### src/rtl/drive_safety_map.vh
// Constants for the drive safety outputs block
`ifndef DRIVE_SAFETY_MAP_VH
`define DRIVE_SAFETY_MAP_VH
`define CLK_PERIOD_NS      32'd50
`define AXIS_COUNT         6
`define DAC_WIDTH          16
`define DAC_SER_BITS       5'd16
`define CAN_CMD_ID_BASE    11'h010
`define CAN_FB_ID_BASE     11'h020
`define CAN_ID_WIDTH       11
`define CAN_DLC            4'h4
`define CAN_BIT_RATE_BPS   32'd1000000
`define CAN_BIT_CYCLES     (20000000 / 1000000)
`define WDT_DEFAULT_NS     32'd3000000
`endif

### src/rtl/dac_serial_tx.v
// Serial shifter feeding one axis converter
`timescale 1ns/1ps
`include "drive_safety_map.vh"
module dac_serial_tx #(
	parameter W = `DAC_WIDTH
) (
	// Clock and reset
	input  wire         clk_i,
	input  wire         rst_n_i,
	// Word to send
	input  wire         start_i,
	input  wire [W-1:0] word_i,
	input  wire         invert_i,
	// Serial line
	output reg          ser_o,
	output reg          busy_o
);
	reg [W-1:0] shift_r;
	reg [4:0]   cnt_r;
	always @(posedge clk_i or negedge rst_n_i) begin
		if (!rst_n_i) begin
			shift_r <= {W{1'b0}};
			cnt_r   <= 5'h00;
			busy_o  <= 1'b0;
			ser_o   <= 1'b1;
		end else if (!busy_o) begin
			// Idle level is high; isolated converters see it inverted
			ser_o <= ~invert_i;
			if (start_i) begin
				shift_r <= word_i;
				cnt_r   <= `DAC_SER_BITS;
				busy_o  <= 1'b1;
				ser_o   <= invert_i; // start bit
			end
		end else begin
			ser_o   <= shift_r[W-1] ^ ~invert_i;
			shift_r <= {shift_r[W-2:0], 1'b0};
			cnt_r   <= cnt_r - 5'h01;
			if (cnt_r == 5'h00) begin
				busy_o <= 1'b0;
				ser_o  <= ~invert_i;
			end
		end
	end
endmodule

### src/rtl/axis_drive_safety_outputs.v
// Drive enable, watchdog, axis converter feeds and CAN position frames
`timescale 1ns/1ps
`include "drive_safety_map.vh"
module axis_drive_safety_outputs #(
	parameter N  = `AXIS_COUNT,
	parameter W  = `DAC_WIDTH,
	parameter BC = `CAN_BIT_CYCLES
) (
	// Clock and reset
	input  wire           clk_i,
	input  wire           rst_n_i,
	// Host enable, watchdog control and status
	input  wire           power_enable_i,
	input  wire           wdt_enable_i,
	input  wire [31:0]    timeout_interval_ns_i,
	input  wire           wdt_service_i,
	output reg            wdt_expired_o,
	output reg            power_fault_o,
	// Shared connector pins
	input  wire           power_fault_pin_i,
	output reg            drive_enable_o,
	// Converter channels
	input  wire [N-1:0]   dac_enable_i,
	input  wire [N*W-1:0] dac_value_i,
	input  wire [N*W-1:0] dac_offset_i,
	input  wire [N*W-1:0] dac_high_i,
	input  wire [N*W-1:0] dac_low_i,
	input  wire [N-1:0]   dac_invert_i,
	input  wire           dac_update_i,
	output wire [N-1:0]   dac_ser_o,
	// CAN side
	input  wire [N-1:0]   can_enable_i,
	input  wire [N*32-1:0] can_position_i,
	input  wire           can_send_i,
	input  wire           can_rx_valid_i,
	input  wire [10:0]    can_rx_id_i,
	input  wire [31:0]    can_rx_data_i,
	output reg  [N*32-1:0] returned_position_o,
	output reg  [N-1:0]   returned_valid_o,
	output reg            can_tx_o,
	output reg            can_busy_o
);
	// Fault pin synchroniser
	reg        fault_s1_r;
	reg        fault_s2_r;
	reg [31:0] wdt_cnt_r;
	reg [31:0] wdt_limit_r;
	always @(posedge clk_i or negedge rst_n_i) begin
		if (!rst_n_i) begin
			fault_s1_r <= 1'b0;
			fault_s2_r <= 1'b0;
		end else begin
			fault_s1_r <= power_fault_pin_i;
			fault_s2_r <= fault_s1_r;
		end
	end

	// Watchdog: limit in clock cycles derived from the nanosecond timeout
	wire        wdt_hit;
	reg  [31:0] wdt_cnt_nxt;
	reg         wdt_expired_nxt;
	assign wdt_hit = (wdt_cnt_r >= wdt_limit_r);
	// Clear wins over expiry so a service always restarts a full interval
	always @* begin
		wdt_cnt_nxt     = wdt_cnt_r;
		wdt_expired_nxt = wdt_expired_o;
		if (!wdt_enable_i || wdt_service_i) begin
			wdt_cnt_nxt     = 32'h00000000;
			wdt_expired_nxt = 1'b0;
		end else if (wdt_hit) begin
			wdt_expired_nxt = 1'b1;
		end else begin
			wdt_cnt_nxt = wdt_cnt_r + 32'h00000001;
		end
	end
	always @(posedge clk_i or negedge rst_n_i) begin
		if (!rst_n_i) begin
			wdt_limit_r   <= 32'h00000001;
			wdt_cnt_r     <= 32'h00000000;
			wdt_expired_o <= 1'b0;
		end else begin
			wdt_limit_r   <= timeout_interval_ns_i / `CLK_PERIOD_NS;
			wdt_cnt_r     <= wdt_cnt_nxt;
			wdt_expired_o <= wdt_expired_nxt;
		end
	end

	// Expired flag gates enable directly, no software in path
	wire drive_enable_nxt;
	assign drive_enable_nxt = power_enable_i & ~fault_s2_r &
		~(wdt_enable_i & (wdt_expired_o | wdt_hit));
	always @(posedge clk_i or negedge rst_n_i) begin
		if (!rst_n_i) begin
			drive_enable_o <= 1'b0;
			power_fault_o  <= 1'b0;
		end else begin
			power_fault_o  <= fault_s2_r;
			drive_enable_o <= drive_enable_nxt;
		end
	end

	// Converter channels
	genvar g;
	generate
		for (g = 0; g < N; g = g + 1) begin : ch
			wire signed [W-1:0] val = dac_value_i[g*W +: W];
			wire signed [W-1:0] off = dac_offset_i[g*W +: W];
			wire signed [W-1:0] hi  = dac_high_i[g*W +: W];
			wire signed [W-1:0] lo  = dac_low_i[g*W +: W];
			wire signed [W:0]   sum = {val[W-1], val} + {off[W-1], off};
			// Limits widened as signed so the compare stays signed
			wire signed [W:0]   hi_x = {hi[W-1], hi};
			wire signed [W:0]   lo_x = {lo[W-1], lo};
			reg  signed [W-1:0] word_r;
			reg  signed [W-1:0] word_nxt;
			always @* begin
				word_nxt = sum[W-1:0];
				if (!dac_enable_i[g])
					word_nxt = {W{1'b0}};
				else if (sum > hi_x)
					word_nxt = hi;
				else if (sum < lo_x)
					word_nxt = lo;
			end
			always @(posedge clk_i or negedge rst_n_i) begin
				if (!rst_n_i)
					word_r <= {W{1'b0}};
				else
					word_r <= word_nxt;
			end
			dac_serial_tx #(.W(W)) u_tx (
				.clk_i    (clk_i),
				.rst_n_i  (rst_n_i),
				.start_i  (dac_update_i),
				.word_i   (word_r),
				.invert_i (dac_invert_i[g]),
				.ser_o    (dac_ser_o[g]),
				.busy_o   ()
			);
		end
	endgenerate

	// Feedback capture for identifiers 0x20..0x25
	integer        k;
	reg [N*32-1:0] ret_pos_nxt;
	reg [N-1:0]    ret_valid_nxt;
	always @* begin
		ret_pos_nxt   = returned_position_o;
		ret_valid_nxt = {N{1'b0}};
		for (k = 0; k < N; k = k + 1) begin
			if (can_rx_valid_i &&
			    can_rx_id_i == `CAN_FB_ID_BASE + k[10:0]) begin
				ret_pos_nxt[k*32 +: 32] = can_rx_data_i;
				ret_valid_nxt[k]        = 1'b1;
			end
		end
	end
	always @(posedge clk_i or negedge rst_n_i) begin
		if (!rst_n_i) begin
			returned_position_o <= {N*32{1'b0}};
			returned_valid_o    <= {N{1'b0}};
		end else begin
			returned_position_o <= ret_pos_nxt;
			returned_valid_o    <= ret_valid_nxt;
		end
	end

	// CAN command transmitter: one frame per enabled axis per send request
	localparam S_IDLE = 3'b001;
	localparam S_LOAD = 3'b010;
	localparam S_SEND = 3'b100;
	// SOF, identifier, three control zeros, DLC, data, recessive tail
	localparam FL = 56;
	reg [2:0]    state_r;
	reg [2:0]    axis_r;
	reg [FL-1:0] frame_r;
	reg [6:0]    bits_r;
	reg [7:0]    bcnt_r;
	reg [2:0]    state_nxt;
	reg [2:0]    axis_nxt;
	reg [FL-1:0] frame_nxt;
	reg [6:0]    bits_nxt;
	reg [7:0]    bcnt_nxt;
	reg          tx_nxt;
	reg          busy_nxt;
	reg [31:0]   pos;
	reg [10:0]   id;
	always @* begin
		pos       = can_position_i[axis_r*32 +: 32];
		id        = `CAN_CMD_ID_BASE + {8'h00, axis_r};
		state_nxt = state_r;
		axis_nxt  = axis_r;
		frame_nxt = frame_r;
		bits_nxt  = bits_r;
		bcnt_nxt  = bcnt_r;
		tx_nxt    = can_tx_o;
		busy_nxt  = can_busy_o;
		case (state_r)
		S_IDLE: begin
			tx_nxt   = 1'b1;
			axis_nxt = 3'h0;
			if (can_send_i) begin
				state_nxt = S_LOAD;
				busy_nxt  = 1'b1;
			end
		end
		S_LOAD: begin
			if (axis_r == N[2:0]) begin
				state_nxt = S_IDLE;
				busy_nxt  = 1'b0;
			end else if (can_enable_i[axis_r]) begin
				// Data bytes go out least significant first
				frame_nxt = {1'b0, id, 3'b000, `CAN_DLC,
					pos[7:0], pos[15:8], pos[23:16],
					pos[31:24], 5'h1F};
				bits_nxt  = FL[6:0];
				bcnt_nxt  = 8'h00;
				state_nxt = S_SEND;
			end else begin
				axis_nxt = axis_r + 3'h1;
			end
		end
		S_SEND: begin
			if (bcnt_r == 8'h00) begin
				bcnt_nxt = BC[7:0] - 8'h01;
				if (bits_r == 7'h00) begin
					tx_nxt    = 1'b1;
					axis_nxt  = axis_r + 3'h1;
					state_nxt = S_LOAD;
				end else begin
					tx_nxt    = frame_r[FL-1];
					frame_nxt = {frame_r[FL-2:0], 1'b1};
					bits_nxt  = bits_r - 7'h01;
				end
			end else begin
				bcnt_nxt = bcnt_r - 8'h01;
			end
		end
		default: state_nxt = S_IDLE;
		endcase
	end
	always @(posedge clk_i or negedge rst_n_i) begin
		if (!rst_n_i) begin
			state_r    <= S_IDLE;
			axis_r     <= 3'h0;
			frame_r    <= {FL{1'b1}};
			bits_r     <= 7'h00;
			bcnt_r     <= 8'h00;
			can_tx_o   <= 1'b1;
			can_busy_o <= 1'b0;
		end else begin
			state_r    <= state_nxt;
			axis_r     <= axis_nxt;
			frame_r    <= frame_nxt;
			bits_r     <= bits_nxt;
			bcnt_r     <= bcnt_nxt;
			can_tx_o   <= tx_nxt;
			can_busy_o <= busy_nxt;
		end
	end
endmodule

### config.mk
export PLATFORM = sky130hd
export DESIGN_NAME = axis_drive_safety_outputs
export DESIGN_NICKNAME = d
export VERILOG_FILES = /design/src/rtl/dac_serial_tx.v /design/src/rtl/axis_drive_safety_outputs.v
export VERILOG_INCLUDE_DIRS = /design/src /design/src/rtl
export SDC_FILE = /design/constraint.sdc
export NUM_CORES = 2
export LEC_CHECK = 0
export BUFFER_PORTS_ARGS = -buffer_cell sky130_fd_sc_hd__clkbuf_2
export CAP_MARGIN = 5
export CORE_AREA = 2 2 343 345
export CTS_BUF_LIST = sky130_fd_sc_hd__clkbuf_4 sky130_fd_sc_hd__clkbuf_8
export DETAILED_ROUTE_END_ITERATION = 8
export DIE_AREA = 0 0 345 347
export PLACE_DENSITY_LB_ADDON = 0.25
export SLEW_MARGIN = 5
export SYNTH_ARGS = -nofsm -noshare
export SYNTH_HDL_FRONTEND = slang
export SYNTH_SLANG_ARGS = --single-unit
### constraint.sdc
create_clock -name clk_i -period 6 [get_ports clk_i]
set_input_delay 1.2 -clock clk_i [delete_from_list [all_inputs] [get_ports clk_i]]
set_output_delay 1.2 -clock clk_i [all_outputs]
set_load 0.005 [all_outputs]
==> qor.csv <==
stage,metric,value,unit
outcome,status,finished with violations,
outcome,failing checks,setup timing,
place,area of placed instances,0.0497,sq mm
logic_synthesis,number of enable flip-flop cells after synthesis,0,
timing,number of setup violations in the final report,17,
detailed_routing,Via Count,37700,
timing,least setup slack across all paths after layout,-8.72,ns
run,max-cap violation count,0,
setup_path,critical path class,in2reg,
clock_tree,clock edge transition at the registers on the reported setup and hold paths,0.07,ns
logic_synthesis,net count of the mapped netlist,5471,
timing,Final TNS setup,-82.08,ns
place,placer congestion estimate,0.875,
logic_synthesis,share of synthesized area occupied by flip-flops and latches,0.354,
floorplan,count of boundary I/O pins,887,
timing,setup repair after global routing missed its margin,true,
setup_path,Crit Path Max Fanout,9,
place,worst slack at placement,-9.91,ns
logic_synthesis,cell type contributing the most total cell area after synthesis,sky130_fd_sc_hd__dfrtp_1,
setup_path,arrival time of data at the critical path endpoint,15.40,ns
final_layout,area added between synthesis and finish,34.8,%
final_layout,Final Instance Area,0.0546,sq mm
logic_synthesis,most used flip-flop cell after synthesis,sky130_fd_sc_hd__dfrtp_1,
setup_path,crit start category,input pin,
final_layout,Sequential Area,0.0143,sq mm
logic_synthesis,per-instance average area after synthesis,9.10,sq um
logic_synthesis,Yosys warnings,0,
setup_path,cell at the slowest stage of the critical path,sky130_fd_sc_hd__or4_4,
logic_synthesis,Async SR Flop Fraction,1.00,
floorplan,horizontal extent of the die,345,um
clock_tree,clock net sink count,570,
clock_tree,H-tree lvl count,3,
detailed_routing,DRC violations left,0,
grt,maximum number of pins on one net before global-route repair,128,
floorplan,standard-cell rows,125,
logic_synthesis,number of standard cells after synthesis,4447,
logic_synthesis,area fraction of the dominant cell type after synthesis,0.315,
logic_synthesis,Syn Std Cell Area,0.0405,sq mm
timing,max frequency,67.9,MHz
grt,via count of the first global-routing pass,37800,
final_layout,nets,6815,
final_layout,fraction of layout instances using a drive strength above 1,0.377,
grt,final global-route overflow total,0,
floorplan,DIE AREA,0.120,sq mm
grt,overall global routing resource usage,0.207,
logic_synthesis,leading cell type by number of instances after synthesis,sky130_fd_sc_hd__nand2_1,
detailed_routing,1st-iter DRT viols,1729,
setup_path,crit-path max cell delay,0.57,ns
clock_tree,buffer levels on the longest clock path,3,
setup_path,most frequent cell on the critical path,sky130_fd_sc_hd__buf_4,
hold_path,worst min-delay path class,reg2reg,
place,HPWL after detailed placement,99800,um
clock_tree,root buffer selected by CTS,sky130_fd_sc_hd__clkbuf_8,
setup_path,CP Capture Type,flop,
floorplan,initial cell density of the core,0.350,
timing,actual transition at the worst max-transition pin,1.14,ns
floorplan,core area,0.116,sq mm
logic_synthesis,synth top area cells,"sky130_fd_sc_hd__dfrtp_1, sky130_fd_sc_hd__ha_1, sky130_fd_sc_hd__nand2_1",
place,count of buffers inserted at the top-level ports,886,
detailed_routing,DRT Wirelength,129000,um
grt,first-pass GRT wire length,203000,um
detailed_routing,count of nets left with antenna violations after detail routing,0,
floorplan,die outline height,347,um
timing,worst hold slack,0.358,ns
clock_tree,number of buffers created by CTS,100,
final_layout,area used by multi-input combinational logic,0.0256,sq mm
logic_synthesis,Synth top cells by count,"sky130_fd_sc_hd__nand2_1, sky130_fd_sc_hd__dfrtp_1, sky130_fd_sc_hd__inv_1",
setup_path,required time of the critical path,6.67,ns
detailed_routing,number of vias per cell after detailed routing,5.10,
clock_tree,clock tree from TritonCTS,yes,
logic_synthesis,flip-flop and latch count after synthesis,570,
clock_tree,cts-stage hold buffer count,0,
final_layout,# fillers,11200,
grt,number of antenna violations at the first check in global routing,7,
timing,share of the cycle needed by the critical path after routing,2.45,
timing,max-slew headroom at the worst pin,0.241,
timing,count of endpoints failing hold in the final timing report,0,
timing,count of pins over their slew limit,0,
clock_tree,clock latency at the later pin of the worst-skew pair,0.79,ns
detailed_routing,Routed WL per cell,17.4,um
logic_synthesis,number of distinct library cells after synthesis,144,
timing,worst-case clock skew,0.0375,ns
detailed_routing,total iterations of the first detailed-routing run,5,
timing,minimum period implied by the final worst setup slack,14.72,ns
-- flip-flops by register name (all words and copies together) (netlist names) --
| signal | count |
|---|---|
| fault_s2_r | 1 |
| power_fault_o | 1 |
| frame_r | 51 |
| ch.u_tx.ser_o | 6 |
| axis_r | 3 |
| can_busy_o | 1 |
| wdt_expired_o | 1 |
| fault_s1_r | 1 |
| can_tx_o | 1 |
| ch.u_tx.cnt_r | 30 |
| state_r | 3 |
| ch.word_r | 96 |
| wdt_cnt_r | 32 |
| returned_position_o | 192 |
| drive_enable_o | 1 |
| returned_valid_o | 6 |
| bcnt_r | 8 |
| ch.u_tx.shift_r | 96 |
| ch.u_tx.busy_o | 6 |
| wdt_limit_r | 27 |
| bits_r | 7 |
-- cells in the final DEF (no fill, tap or decap), drive strengths merged, types with 33 or more instances in the layout --
cell type / count
nor2: 290
a211oi: 175
nand4: 43
xnor2: 108
nor3: 64
o211ai: 69
ha: 340
a21o: 61
dfstp: 60
nand3: 80
mux2: 151
clkbuf: 1026
inv: 365
nor2b: 52
o21ai: 324
dfrtp: 510
nand2: 542
xor2: 43
nand2b: 68
buf: 565
o21bai: 70
a21oi: 224
mux4: 33
mux2i: 172
-- through the flow --
stage	cells	utilization
2_1_floorplan	4447	-
3_3_place_gp	7111	0.430
3_5_place_dp	7111	0.430
4_1_cts	7355	0.460
5_1_grt	7399	0.471
6_report	7400	0.471
-- critical path: cells and delay by family --
kind | cells | cell delay (ns)
xor gates and xnor gates | 1 | 0.15
AOI/OAI and AO/OA | 33 | 7.17
buffers and inverters | 9 | 1.22
adders and majority gates | 1 | 0.38
and+or+nand+nor | 17 | 4.60
muxes | 2 | 0.64
-- what timing repair did --
| item | in CTS | in global routing |
|---|---|---|
| setup buffers | 60 | 48 |
| setup endpoints to repair | 38 | 44 |
| resized for setup | 177 | 238 |
| gates cloned | 0 | 0 |
| pin swaps | 107 | 129 |
-- logic make-up after synthesis --
logic type | share of synthesized area
buffers and inverters | 0.0568
AND/OR/NAND/NOR | 0.146
multiplexers | 0.103
adder cells (fa/ha/maj) | 0.109
AO/OA/AOI/OAI | 0.198
XOR/XNOR | 0.0332
flip-flops | 0.354
-- final cells by class --
cell class / count / area share
inverters: 363 / 0.0252
flip-flops and latches: 570 / 0.263
clock buffers: 147 / 0.0336
repair buffers: 1444 / 0.166
clock inverters: 37 / 0.00754
well taps: 1524 / 0.0349
multi-input cells: 3312 / 0.469
diodes: 3 / 0.000138
-- layer usage --
| metal | vias to the layer above | part of all wire | GRT usage |
|---|---|---|---|
| met1 | 17900 | 0.43 | 0.261 |
| met4 | 4 | 0.029 | 0.0673 |
| met2 | 1050 | 0.49 | 0.362 |
| met3 | 191 | 0.052 | 0.0339 |
| li1 | 18600 | - | - |
| met5 | - | 0.00021 | 0 |
-- worst paths after layout --
check	slack (ns)	cells past startpoint	endpoint	startpoint
max	-8.72	63	wdt_limit_r[1]	timeout_interval_ns_i[26]
min	0.36	0	fault_s2_r	fault_s1_r
max reg2reg	0.14	45	wdt_cnt_r[20]	wdt_limit_r[0]
min reg2reg	0.36	0	fault_s2_r	fault_s1_r
max in group asynchronous	4.18	2	ch[3].word_r[4]	rst_n_i
min in group asynchronous	0.54	1	ch[0].word_r[14]	rst_n_i
Power is not shown: default switching activity piles up to over one toggle a cycle in this logic, so the estimate is an artifact.
